**src/shared/bus_seq_pkg.sv**
```systemverilog
// Shared constants, types and decode functions of the bus cycle sequencer
package bus_seq_pkg;

  // Oscillator rate and the divide-by-two system clock
  localparam int unsigned OSC_HZ     = 25_000_000;
  localparam int unsigned SYS_DIVIDE = 2;
  localparam int unsigned SYS_HZ     = OSC_HZ / SYS_DIVIDE;

  // Register map
  localparam int          REG_AW       = 8;
  localparam logic [7:0]  REG_MODE_OFS = 8'h00;

  // Field positions in bus_mode_control
  localparam int          FS_EN_BIT    = 7;
  localparam int          ONE_SHOT_BIT = 6;
  localparam int          IO_TIM_BIT   = 5;
  localparam logic        FS_EN_RST    = 1'b1;
  localparam logic        IO_TIM_RST   = 1'b1;
  localparam logic [7:0]  RD_ZERO      = 8'h00;

  // Address widths
  localparam int          ADDR_W       = 20;
  localparam int          IO_ADDR_W    = 16;
  localparam logic [19:0] IO_ADDR_MASK = 20'h0_ffff;

  typedef enum logic [3:0] {
    CYC_FETCH      = 4'h0,
    CYC_RETURN_FROM_INTERRUPT_FETCH = 4'h1,
    CYC_NMI_ACK    = 4'h2,
    CYC_MASKABLE_INTERRUPT_ZERO_ACK   = 4'h3,
    CYC_MEM_RD     = 4'h4,
    CYC_MEM_WR     = 4'h5,
    CYC_IO_RD      = 4'h6,
    CYC_IO_WR      = 4'h7,
    CYC_INTERNAL   = 4'h8
  } cyc_kind_e;

  typedef enum logic [4:0] {
    ST_IDLE = 5'b0_0001,
    ST_T1   = 5'b0_0010,
    ST_T2   = 5'b0_0100,
    ST_TW   = 5'b0_1000,
    ST_T3   = 5'b1_0000
  } bus_state_e;

  typedef struct packed {
    cyc_kind_e   kind;
    logic [19:0] addr;
    logic [7:0]  wdata;
  } cyc_req_s;

  typedef struct packed {
    logic [19:0] addr;
    logic [7:0]  dataOut;
    logic        dataOeN;
    logic        memReqN;
    logic        ioReqN;
    logic        rdN;
    logic        wrN;
    logic        fetchN;
  } bus_pins_s;

  localparam bus_pins_s PINS_IDLE = '{addr: '0, dataOut: '0, dataOeN: 1'b1,
    memReqN: 1'b1, ioReqN: 1'b1, rdN: 1'b1, wrN: 1'b1, fetchN: 1'b1};

  function automatic logic isIo(input cyc_kind_e k);
    return (k == CYC_IO_RD) || (k == CYC_IO_WR) || (k == CYC_MASKABLE_INTERRUPT_ZERO_ACK);
  endfunction : isIo

  function automatic logic isWrite(input cyc_kind_e k);
    return (k == CYC_MEM_WR) || (k == CYC_IO_WR);
  endfunction : isWrite

  function automatic logic isFetchLike(input cyc_kind_e k);
    return (k == CYC_FETCH) || (k == CYC_RETURN_FROM_INTERRUPT_FETCH) || (k == CYC_NMI_ACK);
  endfunction : isFetchLike

  function automatic logic isOpFetch(input cyc_kind_e k);
    return (k == CYC_FETCH) || (k == CYC_RETURN_FROM_INTERRUPT_FETCH);
  endfunction : isOpFetch

endpackage : bus_seq_pkg

```
**src/sys_clock_divider.sv**
```systemverilog
// Divide-by-two system clock phase generator
`timescale 1ns/1ps
`default_nettype none
module sys_clock_divider
  import bus_seq_pkg::*;
(
  input  wire logic ref_clk,
  input  wire logic sys_rst,
  output var  logic firstHalf,
  output var  logic sysClkOut
);

  typedef struct packed {
    logic secondHalf;
  } div_s;

  div_s q;
  div_s d;

  always_comb begin
    d = q;
    d.secondHalf = ~q.secondHalf;
  end

  always_ff @(posedge ref_clk) begin
    if (sys_rst) begin
      q <= '0;
    end else begin
      q <= d;
    end
  end

  assign firstHalf = ~q.secondHalf;
  // High in the first half of each state, like the system clock
  assign sysClkOut = ~q.secondHalf;

endmodule : sys_clock_divider
`default_nettype wire

```
**src/bus_mode_regs.sv**
```systemverilog
// Bus mode control register with software port
`timescale 1ns/1ps
`default_nettype none
module bus_mode_regs
  import bus_seq_pkg::*;
(
  input  wire logic              ref_clk,
  input  wire logic              sys_rst,
  input  wire logic [REG_AW-1:0] regAddr,
  input  wire logic [7:0]        regWdata,
  input  wire logic              regWr,
  input  wire logic              regRd,
  output var  logic [7:0]        regRdata,
  input  wire logic              oneShotTaken,
  output var  logic              fetchEnable,
  output var  logic              ioTiming,
  output var  logic              oneShotArmed
);

  typedef struct packed {
    logic       fsEn;
    logic       ioTim;
    logic       armed;
    logic [7:0] rdata;
  } regs_s;

  regs_s q;
  regs_s d;
  logic  hit;

  always_comb begin
    d = q;
    hit = (regAddr == REG_MODE_OFS);
    d.rdata = RD_ZERO;
    if (regWr && hit) begin
      d.fsEn  = regWdata[FS_EN_BIT];
      d.ioTim = regWdata[IO_TIM_BIT];
    end
    if (oneShotTaken) begin
      d.armed = 1'b0;
    end
    if (regWr && hit && !regWdata[ONE_SHOT_BIT]) begin
      d.armed = 1'b1;
    end
    if (regRd && hit) begin
      d.rdata[FS_EN_BIT]    = q.fsEn;
      d.rdata[ONE_SHOT_BIT] = 1'b1;
      d.rdata[IO_TIM_BIT]   = q.ioTim;
    end
  end

  always_ff @(posedge ref_clk) begin
    if (sys_rst) begin
      q <= '{fsEn: FS_EN_RST, ioTim: IO_TIM_RST, armed: 1'b0, rdata: RD_ZERO};
    end else begin
      q <= d;
    end
  end

  assign regRdata     = q.rdata;
  assign fetchEnable  = q.fsEn;
  assign ioTiming     = q.ioTim;
  assign oneShotArmed = q.armed;

endmodule : bus_mode_regs
`default_nettype wire

```
**src/cpu_bus_cycle_sequencer.sv**
```systemverilog
// Processor external bus machine cycle sequencer
//
// The implementer's own choices: the address-and-strobe port and the register addresses.
`timescale 1ns/1ps
`default_nettype none
module cpu_bus_cycle_sequencer
  import bus_seq_pkg::*;
(
  input  wire logic              ref_clk,
  input  wire logic              sys_rst,
  input  wire logic [REG_AW-1:0] regAddr,
  input  wire logic [7:0]        regWdata,
  input  wire logic              regWr,
  input  wire logic              regRd,
  output var  logic [7:0]        regRdata,
  input  wire logic              cycReq,
  input  wire cyc_req_s          cycCmd,
  output var  logic              cycReady,
  output var  logic              cycDone,
  output var  logic [7:0]        cycRdata,
  output var  logic              sysClkOut,
  output var  bus_pins_s         busPins,
  input  wire logic [7:0]        dataIn,
  input  wire logic              waitN
);

  typedef struct packed {
    bus_state_e  st;
    cyc_kind_e   kind;
    logic [19:0] addr;
    logic [7:0]  wdata;
    logic        fetchOn;
    logic        waitLow;
    logic        waitForced;
    bus_pins_s   pins;
    logic [7:0]  rdData;
    logic        done;
  } seq_s;

  seq_s q;
  seq_s d;

  logic firstHalf;
  logic fetchEnable;
  logic ioTiming;
  logic oneShotArmed;
  logic oneShotTaken;
  logic accept;
  logic fetchNow;

  sys_clock_divider u_div (
    .ref_clk   (ref_clk),
    .sys_rst   (sys_rst),
    .firstHalf (firstHalf),
    .sysClkOut (sysClkOut)
  );

  bus_mode_regs u_regs (
    .ref_clk      (ref_clk),
    .sys_rst      (sys_rst),
    .regAddr      (regAddr),
    .regWdata     (regWdata),
    .regWr        (regWr),
    .regRd        (regRd),
    .regRdata     (regRdata),
    .oneShotTaken (oneShotTaken),
    .fetchEnable  (fetchEnable),
    .ioTiming     (ioTiming),
    .oneShotArmed (oneShotArmed)
  );

  // Pin levels for a given state and half of it
  function automatic bus_pins_s drivePins(
    input bus_state_e  st,
    input logic        secondHalf,
    input cyc_kind_e   kind,
    input logic [19:0] addr,
    input logic [7:0]  wdata,
    input logic        fetchOn,
    input logic        ioTim
  );
    bus_pins_s p;
    logic      active;
    logic      early;
    logic      late;
    p = PINS_IDLE;
    active = (st != ST_IDLE) && (kind != CYC_INTERNAL);
    // Window T1 second half to T3 first half
    early = ((st == ST_T1) && secondHalf) || (st == ST_T2) || (st == ST_TW)
          || ((st == ST_T3) && !secondHalf);
    // Window T2 start to T3 first half
    late = (st == ST_T2) || (st == ST_TW) || ((st == ST_T3) && !secondHalf);
    if (active) begin
      p.addr = addr;
      p.dataOut = wdata;
      if (!isIo(kind)) begin
        p.memReqN = ~early;
        p.rdN = ~(early && !isWrite(kind));
        p.wrN = ~(late && isWrite(kind));
      end else begin
        p.ioReqN = ioTim ? ~early : ~late;
        p.rdN = ~((ioTim ? early : late) && !isWrite(kind));
        p.wrN = ~(late && isWrite(kind));
      end
      // data from T1 end through T3
      p.dataOeN = ~(isWrite(kind) && (st != ST_T1));
      // fetch strobe through T3 first half
      p.fetchN = ~(fetchOn && ((st == ST_T1) || early));
    end
    return p;
  endfunction : drivePins

  assign fetchNow = (cycCmd.kind == CYC_MASKABLE_INTERRUPT_ZERO_ACK) || (cycCmd.kind == CYC_RETURN_FROM_INTERRUPT_FETCH)
                  || (isFetchLike(cycCmd.kind) && fetchEnable)
                  || (isOpFetch(cycCmd.kind) && oneShotArmed);

  // New cycle taken only at the end of a state, so T1 opens aligned
  assign accept = cycReq && !firstHalf
                && ((q.st == ST_IDLE) || (q.st == ST_T3)
                    || ((q.st == ST_T1) && (q.kind == CYC_INTERNAL)));

  assign cycReady = !firstHalf
                  && ((q.st == ST_IDLE) || (q.st == ST_T3)
                      || ((q.st == ST_T1) && (q.kind == CYC_INTERNAL)));

  // one shot used by next op fetch
  assign oneShotTaken = accept && isOpFetch(cycCmd.kind) && oneShotArmed;

  always_comb begin
    d = q;
    d.done = 1'b0;
    if (!firstHalf) begin
      // End of a state: rising edge of the system clock
      case (q.st)
        ST_IDLE: begin
          d.st = ST_IDLE;
        end
        ST_T1: begin
          if (q.kind == CYC_INTERNAL) begin
            d.done = 1'b1;
            d.st = ST_IDLE;
          end else begin
            d.st = ST_T2;
          end
        end
        ST_T2, ST_TW: begin
          if (q.waitLow) begin
            d.st = ST_TW;
            d.waitForced = 1'b0;
          end else begin
            d.st = ST_T3;
            if (isFetchLike(q.kind)) begin
              d.rdData = dataIn;
            end
          end
        end
        ST_T3: begin
          d.done = 1'b1;
          d.st = ST_IDLE;
        end
        default: begin
          d.st = ST_IDLE;
        end
      endcase
      if (accept) begin
        d.st = ST_T1;
        d.kind = cycCmd.kind;
        d.addr = isIo(cycCmd.kind) ? (cycCmd.addr & IO_ADDR_MASK) : cycCmd.addr;
        d.wdata = cycCmd.wdata;
        d.fetchOn = fetchNow;
        d.waitLow = 1'b0;
        // External io always gets one wait state
        d.waitForced = isIo(cycCmd.kind);
      end
    end else begin
      // Falling edge of the system clock
      if ((q.st == ST_T2) || (q.st == ST_TW)) begin
        d.waitLow = !waitN || q.waitForced;
      end
      if ((q.st == ST_T3) && !isFetchLike(q.kind) && !isWrite(q.kind)) begin
        d.rdData = dataIn;
      end
    end
    // pins follow state, steady across waits
    d.pins = drivePins(d.st, firstHalf, d.kind, d.addr, d.wdata, d.fetchOn, ioTiming);
  end

  always_ff @(posedge ref_clk) begin
    if (sys_rst) begin
      q <= '{st: ST_IDLE, kind: CYC_INTERNAL, addr: '0, wdata: '0, fetchOn: 1'b0,
             waitLow: 1'b0, waitForced: 1'b0, pins: PINS_IDLE, rdData: '0,
             done: 1'b0};
    end else begin
      q <= d;
    end
  end

  assign busPins  = q.pins;
  assign cycDone  = q.done;
  assign cycRdata = q.rdData;

endmodule : cpu_bus_cycle_sequencer
`default_nettype wire

```
**config.mk**
```make
export PLATFORM = sky130hd
export DESIGN_NAME = cpu_bus_cycle_sequencer
export DESIGN_NICKNAME = d
export VERILOG_FILES = /design/src/shared/bus_seq_pkg.sv /design/src/sys_clock_divider.sv /design/src/bus_mode_regs.sv /design/src/cpu_bus_cycle_sequencer.sv
export SDC_FILE = /design/constraint.sdc
export NUM_CORES = 1
export LEC_CHECK = 0
export ABC_AREA = 1
export BUFFER_PORTS_ARGS = -buffer_cell sky130_fd_sc_hd__buf_2
export CAP_MARGIN = 20
export CORE_ASPECT_RATIO = 1.2
export CORE_MARGIN = 2
export CORE_UTILIZATION = 40
export CTS_BUF_LIST = sky130_fd_sc_hd__clkbuf_8
export DETAILED_ROUTE_END_ITERATION = 8
export PLACE_DENSITY = 0.65
export REMOVE_ABC_BUFFERS = 1
export SLEW_MARGIN = 20
export SYNTH_ARGS = -nofsm -noshare
export SYNTH_HDL_FRONTEND = slang
export SYNTH_SLANG_ARGS = --single-unit
```
**constraint.sdc**
```tcl
create_clock -name ref_clk -period 4.89 [get_ports ref_clk]
set_clock_uncertainty 0.2 [all_clocks]
set_input_delay 0.2445 -clock ref_clk [delete_from_list [all_inputs] [get_ports ref_clk]]
set_output_delay 0.2445 -clock ref_clk [all_outputs]
set_load 0.005 [all_outputs]
```
==> summary.md, run 1 <==
| Metric | Value |
|---|---|
| Top post-synthesis cells by area | `dfxtp_1 50%, nor2_1 11%, buf_4 9.8%` |
| CTS Buf Count | `9` |
| Die ar. | `0.00976 mm2` |
| Row Count | `37` |
| VDD IR max | `around 0.27 mV` |
| Total global-route track usage | `about 16%` |
| DR vias | `about 2,900` |
| Fmax | `~0.33 GHz` |
| Placed cell count | `597` |
| YS warnings | `0` |
| Critical Path End Type | `flip-flop` |
| Final Hold Fails | `0` |
| Setup TNS | `0 ps` |
| Final Non-Filler Cells | `650` |
| Flops & latches, synth | `90` |
| CTS clk-pin slew, worst paths | `~80 ps` |
| Critical path arrival | `3100 ps` |
| Clock Path Buffers | `2` |
| CTS tree | `yes` |
| Synth-to-Final Area Change | `23.7%` |
| Max_cap viols | `0` |
| Lkg Pwr | `2.29 nW` |
| Max FO, Critical Path | `44` |
| Post-route ant nets | `0` |
| Post-Syn Instances | `~430` |
| Die H | `108 um` |
| Crit-path cells | `nor2_1 -> inv_1 -> nor2_1 -> nand2_1 -> nand2_2 -> nand2_4 -> o21ai_1 -> nor2_1 -> nand2_1 -> nand3_2 -> inv_2 -> nand3_1` |
| Core Area | `slightly below 0.009 mm2` |
| Vias in the first global route | `2,891` |
| First-pass GRT wire length | `approximately 12,000 um` |
| Final max-slew violation count | `0` |
| Biggest area consumer among synthesized cells | `dfxtp_1` |
| Cts repair resizes | `0` |
| RSZ-0062 raised after global routing | `no` |
| Port bufs | `approximately 100` |
| Routability cong. | `roughly 0.84` |
| Num ports | `115` |
| Die W | `around 91 um` |
| Largest net degree at the start of global routing | `45` |
| Final-layout fill cell count | `slightly above 800` |
| DR iter-0 viols | `between 100 and 150` |
| Final WL | `7330 um` |
| Number of nets in the layout | `590` |
| WS Path Type | `flip-flop to flip-flop` |
| Antenna diodes | `0` |
| Synth unique cells | `32` |
| CTS root buf | `clkbuf_8` |
| Most frequent cells in the layout | `104 x nor2_1, 104 x buf_2, 90 x dfxtp_1, 50 x nand2_1, 37 x dlygate4sd3_1` |
| Slowest stage delay, CP | `roughly 490 ps` |
| Final Cycle Share | `a little over three fifths` |
| Worst Hold Class | `input pin to flip-flop` |
| Status | `complete, no violations` |
| Mapped Area | `0.00359 mm2` |
| Grt total ovfl | `0` |
| Crit start category | `flip-flop` |
| Hold Worst Slack | `between 30 and 40 ps` |
| Total power | `between 1 and 1.5 mW` |
| Pwr/cell area | `approximately 320 mW/mm2` |
| Detailed-route DRC error count | `0` |
| Post-layout util | `51.4%` |
| Relative slew slack | `55.5%` |
| Register area | `about 0.0018 mm2` |
| Fraction of layout cells with a size suffix above 1 | `between 20% and 30%` |
| Wire per inst | `11.3 um` |
| CP max stage cell | `nand3_2` |
| Drt via density | `around 4.5` |
| Clock Sinks | `90` |
| Detailed Place HPWL | `4830 um` |
| Initial antenna violation count | `0` |
| First-pass DRT Iterations | `5` |
| Initial Utilization | `between 40% and 50%` |
| Cell mode on critical path | `nor2_1` |
| Worst skew pair latency | `between 300 and 400 ps` |
| Slew @ Worst Pin | `between 600 and 700 ps` |
| Register area share after synthesis | `about half` |
| Share of the synthesized area in the top cell type | `50.1%` |
| Final min period | `about 3000 ps` |
| Worst path required time | `between 4000 and 5000 ps` |
| H-tree depth | `3` |
| Area of the multi-input gates | `0.00125 mm2` |
| # setup viols final | `0` |
| Mapped Avg Cell Area | `approximately 8.3 um2` |
## critical path: cells and delay by family (launching register included)
family / cells / cell delay (ps)
compound gates: 1 / 410
simple gates: 9 / 1660
buf+inv: 2 / 320
flops: 1 / 350
## layer usage
layer / GRT usage [%] / up-vias / share of wire [%]
li1: - / 1491 / -
met1: 17.0 / 1360 / 42
met2: 29.4 / 80 / 51
met3: 3.57 / 11 / 4.8
met4: 5.60 / 0 / 1.3
met5: 0 / - / 0
## state kept, by name, indices dropped and copies added, names as in the netlist
register and flops:
u_regs.oneShotArmed 1, cycRdata 8, u_regs.ioTiming 1, u_regs.fetchEnable 1
u_div.q 1, q 40, busPins 34, u_regs.regRdata 3
cycDone 1
## timing repair
action | 4_1_cts | 5_1_grt
hold buffers | 37 | 0
setup buffers | 0 | 0
hold endpoints to repair | 62 | 0
## worst paths after layout
| check | startpoint | to | slack, ps | cells past startpoint |
|---|---|---|---|---|
| worst max-delay path | q[74] | busPins[4] | 1820 | 12 |
| worst min-delay path | cycCmd[27] | q[73] | 40 | 4 |
| worst max register to register | q[74] | busPins[4] | 1820 | 12 |
| worst min register to register | u_regs.ioTiming | u_regs.regRdata[5] | 280 | 2 |
## metrics by stage
step / worst slack, ps / instance area [um2]
floorplan: 2460 / 3180
global placement: 1790 / 3860
CTS: 1750 / 4450
detailed placement: 1750 / 3860
finish: 1820 / 4450
global route: 1440 / 4450
## logic make-up (layout without fill, tap and decap cells)
family	count (synthesis)	count (layout)	synth area share, %
and+or+nand+nor	188	188	22.0
other	1	5	0.104
muxes	25	25	6.96
AOI/OAI and AO/OA	32	32	5.29
DFF	90	90	50.1
buffers and inverters	96	193	15.6
## power breakdown
part | switching (mW) | leakage, nW | internal (mW)
Sequential | 0.00746 | 0.729 | 0.749
Combinational | 0.0714 | 1.44 | 0.0651
Clock | 0.247 | 0.119 | 0.299
## area by class of cell
class                      count  area share (%)
clock buffer                  10            3.10
clock inverter                 6            1.83
timing repair buffer         142            20.2
inverter                      35            2.96
multi-input combinational    250            28.1
sequential                    90            40.5
tap                          117            3.29
## synth_stat cells, drive strengths merged
cell / count
o211ai: 2
mux2i: 25
conb: 1
nor4: 2
a31oi: 1
nand2: 53
a211oi: 1
a21oi: 9
nand3: 15
buf: 55
nand4: 3
nor2: 106
nor3: 4
o31ai: 1
dfxtp: 90
a22o: 4
o21ai: 14
clkinv: 1
and2: 1
clkbuf: 6
nand3b: 2
inv: 34
or2: 2
Note: power is estimated with default switching activity, not from simulation.
==> run 2, diff against run 1 <==
--- a/config.mk
+++ b/config.mk
@@ -5,7 +5,7 @@
 export SDC_FILE = /design/constraint.sdc
 export NUM_CORES = 1
 export LEC_CHECK = 0
-export ABC_AREA = 1
+export ABC_AREA = 0
 export BUFFER_PORTS_ARGS = -buffer_cell sky130_fd_sc_hd__buf_2
 export CAP_MARGIN = 20
 export CORE_ASPECT_RATIO = 1.2
@@ -13,7 +13,7 @@
 export CORE_UTILIZATION = 40
 export CTS_BUF_LIST = sky130_fd_sc_hd__clkbuf_8
 export DETAILED_ROUTE_END_ITERATION = 8
-export PLACE_DENSITY = 0.65
+export PLACE_DENSITY = 0.68
 export REMOVE_ABC_BUFFERS = 1
 export SLEW_MARGIN = 20
 export SYNTH_ARGS = -nofsm -noshare
==> constraint.sdc (replaced) <==
create_clock -name ref_clk -period 2.5 [get_ports ref_clk]
set_clock_uncertainty 0.2 [all_clocks]
set_input_delay 0.125 -clock ref_clk [delete_from_list [all_inputs] [get_ports ref_clk]]
set_output_delay 0.125 -clock ref_clk [all_outputs]
set_load 0.005 [all_outputs]
==> run 2 against run 1 <==
Cell count down 2.6%. Die area up 1.8%. Clock power up 130%. Combinational power up 140%. Area after synthesis up 1.9%. First-iteration DRC count down 23%. Flip-flop and latch count unchanged. Routed wire length up 13%. Sequential share of layout area down 3.5 points. Clock-buffer cell count unchanged. Worst hold slack worse by 3.6 ps. Highest routed layer unchanged.
==> summary.md, run 2 <==
| Metric | Value |
|---|---|
| Fmax | `0.401 GHz (+23%)` |
| VDD IR max | `0.370 mV (+37%)` |
| Die H | `109 um (+0.92%)` |
| Cell Area, Placed | `0.00408 mm2 (+5.8%)` |
| Most frequent cells in the layout | `104 x buf_2, 89 x dfxtp_1, 66 x nor2_1, 49 x dlygate4sd3_1, 38 x mux2i_1` |
| First-pass DRT Iterations | `4 (-1)` |
| Most instantiated cells after synthesis | `90 x dfxtp_1, 66 x nor2_1, 47 x buf_4` |
| Vias in the first global route | `2,912 (+0.73%)` |
| H-tree depth | `3 (unchanged)` |
| R2R Path Start | `q[74]` |
| Detailed Place HPWL | `5210 um (+7.9%)` |
| CTS root buf | `clkbuf_8` |
| CP max stage cell | `or4b_4` |
| Asr flop ratio synth | `0% (unchanged)` |
| Flops & latches, synth | `90 (unchanged)` |
| Row Count | `38 (+2.7%)` |
| Crit-path cells | `or4b_4 -> o22a_1 -> o2111a_1 -> a211o_1 -> or4_4` |
| Max FO, Critical Path | `3 (-93%)` |
| CTS clk-pin slew, worst paths | `80 ps (about the same)` |
| Total global-route track usage | `16.9% (+1.3 points)` |
| Routability cong. | `0.883 (+5.2%)` |
| Slowest stage delay, CP | `550 ps (+60 ps)` |
| Reg-to-Reg End | `busPins[5]` |
| Number of nets in the layout | `570 (-3.4%)` |
| Slew @ Worst Pin | `616 ps (-50.9 ps)` |
| CP top delay family | `simple AND/OR/NAND/NOR gates` |
| Placed cell count | `567 (-5.0%)` |
| EDFF count, synth | `0 (unchanged)` |
| Post-Syn Instances | `386 (-11%)` |
| Final-layout fill cell count | `820 (-0.97%)` |
| Register area share after synthesis | `49.2% (-0.94 points)` |
| Biggest area consumer among synthesized cells | `dfxtp_1` |
| Mapped Area | `0.00366 mm2 (+1.9%)` |
| First-pass GRT wire length | `13,300 um (+7.3%)` |
| Num ports | `115 (unchanged)` |
| Clock Sinks | `90 (unchanged)` |
| Buffer and inverter count on the worst path | `0 (-2)` |
| Ys flop type | `dfxtp_1` |
| Final max-slew violation count | `0 (unchanged)` |
| Antenna diodes | `0 (unchanged)` |
| Max_cap viols | `0 (unchanged)` |
| Critical path depth | `5 (-7)` |
| Synth unique cells | `49 (+53%)` |
| Final Hold Fails | `0 (unchanged)` |
| CTS Buf Count | `9 (unchanged)` |
| Final WL | `8270 um (+13%)` |
| Synth-to-Final Area Change | `32.8%` |
| Post-route cell area | `0.00486 mm2 (+9.4%)` |
| Die W | `91.4 um (+0.91%)` |
| Relative slew slack | `59.0% (+3.4 points)` |
| Final Cycle Share | `99.8% (+37 points)` |
| Crit start category | `flip-flop` |
| Top post-synthesis cells by area | `dfxtp_1 49%, mux2i_1 10%, buf_4 9.6%` |
| Hold path cells | `4 (unchanged)` |
| R2R depth | `5 (-7)` |
| Detailed-route DRC error count | `0 (unchanged)` |
| Crit. Startpoint | `q[74]` |
| Mapped Avg Cell Area | `9.49 um2 (+14%)` |
| Share of the synthesized area in the top cell type | `49.2% (-0.94 points)` |
| Worst Hold Class | `input pin to flip-flop` |
| Most flops, register | `q` |
| Largest net degree at the start of global routing | `63 (+40%)` |
| Worst reg2reg setup slack | `4 ps (-1810 ps)` |
| Count leader, synth | `dfxtp_1` |
| Worst path required time | `2530 ps (-2390 ps)` |
| YS warnings | `0 (unchanged)` |
| Initial Utilization | `40.8% (-0.75 points)` |
| Critical Path End Type | `flip-flop` |
| Post-route ant nets | `0 (unchanged)` |
| Fraction of layout cells with a size suffix above 1 | `29.8% (+5.6 points)` |
| Port bufs | `104 (unchanged)` |
| RSZ-0062 raised after global routing | `yes` |
| Initial antenna violation count | `0 (unchanged)` |
| Pwr/cell area | `633 mW/mm2 (+96%)` |
| DR vias | `2,975 (+1.1%)` |
| Final Non-Filler Cells | `633 (-2.6%)` |
| Final min period | `2500 ps (-576 ps)` |
| Critical path arrival | `2530 ps (-570 ps)` |
| Wire per inst | `13.1 um (+16%)` |
| Drt via density | `4.70 (+3.8%)` |
| Lkg Pwr | `2.29 nW (about the same)` |
| Die ar. | `0.00994 mm2 (+1.8%)` |
| Status | `complete, no violations` |
| Grt total ovfl | `0 (unchanged)` |
| DR iter-0 viols | `97 (-23%)` |
| Clock Path Buffers | `2 (unchanged)` |
| CTS tree | `yes` |
| Max reg flops | `40 (unchanged)` |
| Core Area | `0.00899 mm2 (+3.8%)` |
| # setup viols final | `0 (unchanged)` |
| Critical Path End | `busPins[5]` |
| Setup TNS | `0 ps (unchanged)` |
| Commonest non-fill, non-tap cell in the layout | `buf_2` |
| Worst skew pair latency | `360 ps (+20 ps)` |
| WS Path Type | `flip-flop to flip-flop` |
run 2: cell types whose count changed after synthesis, moves of 5 or more:
| cell | previous run | this run |
|---|---|---|
| a211o_1 | 0 | 5 |
| o21ai_0 | 10 | 1 |
| nand3_1 | 14 | 6 |
| nand2_1 | 50 | 16 |
| inv_1 | 33 | 7 |
| and2_1 | 1 | 6 |
| nand2b_1 | 0 | 18 |
| mux2i_1 | 25 | 38 |
| nor2_1 | 104 | 66 |
run 2: power breakdown:
| group | switching (mW) | internal [mW] | total [mW] |
|---|---|---|---|
| Sequential | 0.0118 | 1.46 | 1.48 |
| Clock | 0.494 | 0.787 | 1.28 |
| Combinational | 0.149 | 0.175 | 0.324 |
run 2: worst min path at each step:
stage	from	end	slack (ps)
4_1_cts	regWr	u_regs.oneShotArmed	20
2_1_floorplan	sys_rst	u_div.q	-8
3_5_place_dp	waitN	q[44]	130
6_report	regWr	u_regs.oneShotArmed	30
3_3_place_gp	waitN	q[44]	130
5_1_grt	regWr	u_regs.oneShotArmed	70
run 2: final cells by class:
cell class                 count  area [um2]  area share (%)
clock buffer                  10         138            2.83
clock inverter                 6         129            2.65
inverter                       8        30.0           0.617
multi-input combinational    225        1420            29.2
sequential                    90        1800            37.1
tap                          120         150            3.09
timing repair buffer         174        1190            24.5
run 2: cells by family (layout without fill, tap and decap cells):
logic type                Yosys count  in the layout  share of synthesized area (%)
and+or+nand+nor                   145            145                           20.2
DFF                                90             90                           49.2
buffers and inverters              75            198                           12.9
muxes                              38             38                           10.4
AOI/OAI and AO/OA                  35             35                           6.76
xor gates and xnor gates            2              2                          0.478
other                               1              5                          0.102
run 2: worst reg2reg max path: stages (launching register included):
cell and delay [ps]:
dfxtp_1 330, or4b_4 550, o22a_1 230, o2111a_1 300
a211o_1 270, or4_4 510
run 2: repair_timing:
item                                    in CTS  in global routing
endpoints found under the hold margin       77                  0
gates resized for setup                      0                  5
hold buffers                                49                  0
endpoints found under the setup margin       0                 21
setup buffers                                0                  1
run 2: metrics by stage:
stage	utilization, %	setup slack [ps]	hold WS (ps)	power, mW
after CTS	53.8	23.1	15.8	3.10
after global routing	54.1	-46.2	67.2	3.20
after detailed placement	45.4	44.2	130	1.77
after global placement	45.4	81.0	129	1.77
final	54.1	3.89	34.7	3.08
after floorplan	-	-541	-8.31	1.64
run 2: per-layer routing:
layer	track usage [%]	wire (um)	share of wire (%)	up-vias
met4	8.33	206	2.5	0
met2	30.3	4280	52	83
li1	-	-	-	1479
met3	4.70	408	4.9	17
met5	0	0	0	-
met1	18.5	3380	41	1396
==> run 3, diff against run 2 <==
==> constraint.sdc (replaced) <==
create_clock -name ref_clk -period 2.5 [get_ports ref_clk]
set_clock_uncertainty 0.2 [all_clocks]
set_input_delay 0.25 -clock ref_clk [delete_from_list [all_inputs] [get_ports ref_clk]]
set_output_delay 0.25 -clock ref_clk [all_outputs]
set_load 0.005 [all_outputs]
==> run 3 against run 2 <==
Sequential power about the same. Combinational power shrank 5%. Non-clock buffer count decreased by 13. Critical path depth unchanged. Via count decreased by 2.3%. Clock-buffer cell count shrank 1. Worst setup slack improved by 55 ps. Register-to-register slack improved by 60 ps. Routed wire length decreased by 4.7%. Power fell by 12%. Sequential share of layout area grew 1.9 points. Cell area decreased by 4.9%. Critical endpoint unchanged. Largest power group unchanged.
==> summary.md, run 3 (synthesis gave the netlist of run 2 again) <==
| Metric | Value |
|---|---|
| Status | `complete, no violations` |
| Slew @ Worst Pin | `604 ps (-11.5 ps)` |
| Wire per inst | `12.8 um (-2.4%)` |
| Detailed Place HPWL | `5180 um (-0.62%)` |
| Critical Path End Type | `flip-flop` |
| Final max-slew violation count | `0 (unchanged)` |
| Die H | `109 um (unchanged)` |
| Worst path required time | `2520 ps (about the same)` |
| Final WL | `7880 um (-4.7%)` |
| Slowest stage delay, CP | `550 ps (about the same)` |
| Fraction of layout cells with a size suffix above 1 | `29.3% (-0.51 points)` |
| Setup TNS | `0 ps (unchanged)` |
| Lkg Pwr | `2.19 nW (-4.4%)` |
| R2R depth | `5 (unchanged)` |
| DR iter-0 viols | `56 (-42%)` |
| Detailed-route DRC error count | `0 (unchanged)` |
| First-pass GRT wire length | `13,000 um (-2.0%)` |
| Die ar. | `0.00994 mm2 (unchanged)` |
| Post-route ant nets | `0 (unchanged)` |
| RSZ-0062 raised after global routing | `no` |
| Antenna diodes | `0 (unchanged)` |
| Row Count | `38 (unchanged)` |
| Max_cap viols | `0 (unchanged)` |
| Number of nets in the layout | `557 (-2.3%)` |
| Vias in the first global route | `2,916 (+0.14%)` |
| CTS clk-pin slew, worst paths | `80 ps (about the same)` |
| Hold path cells | `4 (unchanged)` |
| Initial Utilization | `40.8% (unchanged)` |
| Reg power frac | `54.7% (+6.8 points)` |
| Drt via density | `4.70 (about the same)` |
| Final min period | `2440 ps (-55.2 ps)` |
| H-tree depth | `3 (unchanged)` |
| Pwr/cell area | `583 mW/mm2 (-8.0%)` |
| DR vias | `2,907 (-2.3%)` |
| Area of the multi-input gates | `0.00141 mm2 (-1.1%)` |
| Total global-route track usage | `16.7% (-0.28 points)` |
| Die W | `91.4 um (unchanged)` |
| Critical path arrival | `2460 ps (-70 ps)` |
| CTS root buf | `clkbuf_8` |
| Port bufs | `104 (unchanged)` |
| Clock Path Buffers | `2 (unchanged)` |
| Commonest non-fill, non-tap cell in the layout | `buf_2` |
| Clk pwr share | `33.8% (-7.8 points)` |
| First-pass DRT Iterations | `4 (unchanged)` |
| Synth-to-Final Area Change | `26.3%` |
| Grt total ovfl | `0 (unchanged)` |
| CTS Buf Count | `9 (unchanged)` |
| Pint | `2.07 mW (-15%)` |
| Final Hold Fails | `0 (unchanged)` |
| Fmax | `0.410 GHz (+2.3%)` |
| Register area | `0.00180 mm2 (unchanged)` |
| Sw frac | `23.2% (+2.0 points)` |
| Relative slew slack | `59.7% (+0.77 points)` |
| CTS tree | `yes` |
| Num ports | `115 (unchanged)` |
| Most frequent cells in the layout | `104 x buf_2, 89 x dfxtp_1, 66 x nor2_1, 38 x mux2i_1, 37 x dlygate4sd3_1` |
| Final-layout fill cell count | `847 (+3.3%)` |
| Crit start category | `flip-flop` |
| Routability cong. | `0.907 (+2.7%)` |
| Net Sw Power | `626 uW (-4.4%)` |
| Combinational power share | `11.4% (+0.9 points)` |
| # setup viols final | `0 (unchanged)` |
| Max FO, Critical Path | `3 (unchanged)` |
| Clock Sinks | `90 (unchanged)` |
| Largest net degree at the start of global routing | `63 (unchanged)` |
| Most flops, register | `q` |
| Worst Hold Class | `input pin to flip-flop` |
| Core Area | `0.00899 mm2 (unchanged)` |
| WS Path Type | `flip-flop to flip-flop` |
| Total power | `2.70 mW (-12%)` |
| CP max stage cell | `or4b_4` |
| Final Cycle Share | `97.6% (-2.2 points)` |
| Max reg flops | `40 (unchanged)` |
| Initial antenna violation count | `0 (unchanged)` |
| Crit-path cells | `or4b_4 -> o22a_1 -> o2111a_1 -> a211o_1 -> or4_1` |
| Post-CTS Setup Repair Bufs | `0 (unchanged)` |
| Worst skew pair latency | `350 ps (about the same)` |
| VDD IR max | `0.451 mV (+22%)` |
## run 3: power groups by stage
stage,combinational (mW),sequential [mW],clock (mW)
final,0.308,1.48,0.912
after global placement,0.256,1.51,0
after floorplan,0.126,1.51,0
after global routing,0.337,1.48,1.00
after detailed placement,0.261,1.51,0
after CTS,0.306,1.48,0.947
## run 3: path summary, 6_finish.rpt
check	start	to	slack (ps)
worst max-delay path	q[74]	busPins[5]	60
worst min-delay path	regWdata[5]	u_regs.ioTiming	30
worst max register to register	q[74]	busPins[5]	60
worst min register to register	q[45]	q[45]	270
## run 3: critical path, delay by kind of cell (launching register included)
kind               cells  cell delay [ps]
AOI/OAI and AO/OA      3              760
and+or+nand+nor        2             1050
DFF                    1              310
## run 3: area by class of cell
type / instances / share of cell area [%]
clock buffer: 9 / 2.68
clock inverter: 5 / 1.08
inverter: 8 / 0.649
multi-input combinational: 225 / 30.4
sequential: 90 / 39.0
tap: 120 / 3.24
timing repair buffer: 161 / 23.0
## run 3: stage by stage
stage | hold slack, ps | util (%) | instance area, um2 | setup slack, ps | instances
5_1_grt | 33.5 | 51.5 | 4630 | 3.28 | 618
3_5_place_dp | 250 | 45.4 | 4080 | 30.8 | 567
2_1_floorplan | 117 | - | 3240 | -541 | 323
3_3_place_gp | 245 | 45.4 | 4080 | 69.2 | 567
4_1_cts | 2.70 | 51.5 | 4630 | 16.2 | 618
6_report | 29.1 | 51.5 | 4630 | 59.1 | 618
## run 3: timing repair
| action | 4_1_cts | 5_1_grt |
|---|---|---|
| endpoints found under the hold margin | 60 | 0 |
| endpoints found under the setup margin | 0 | 10 |
| hold buffers | 37 | 0 |
| gates resized for setup | 0 | 2 |
## run 3: metal layers
metal / track usage [%] / share of wire [%] / up-vias
li1: - / - / 1456
met1: 17.9 / 41 / 1367
met2: 31.1 / 52 / 73
met3: 4.35 / 4.9 / 11
met4: 6.71 / 1.5 / 0
met5: 0 / 0 / -
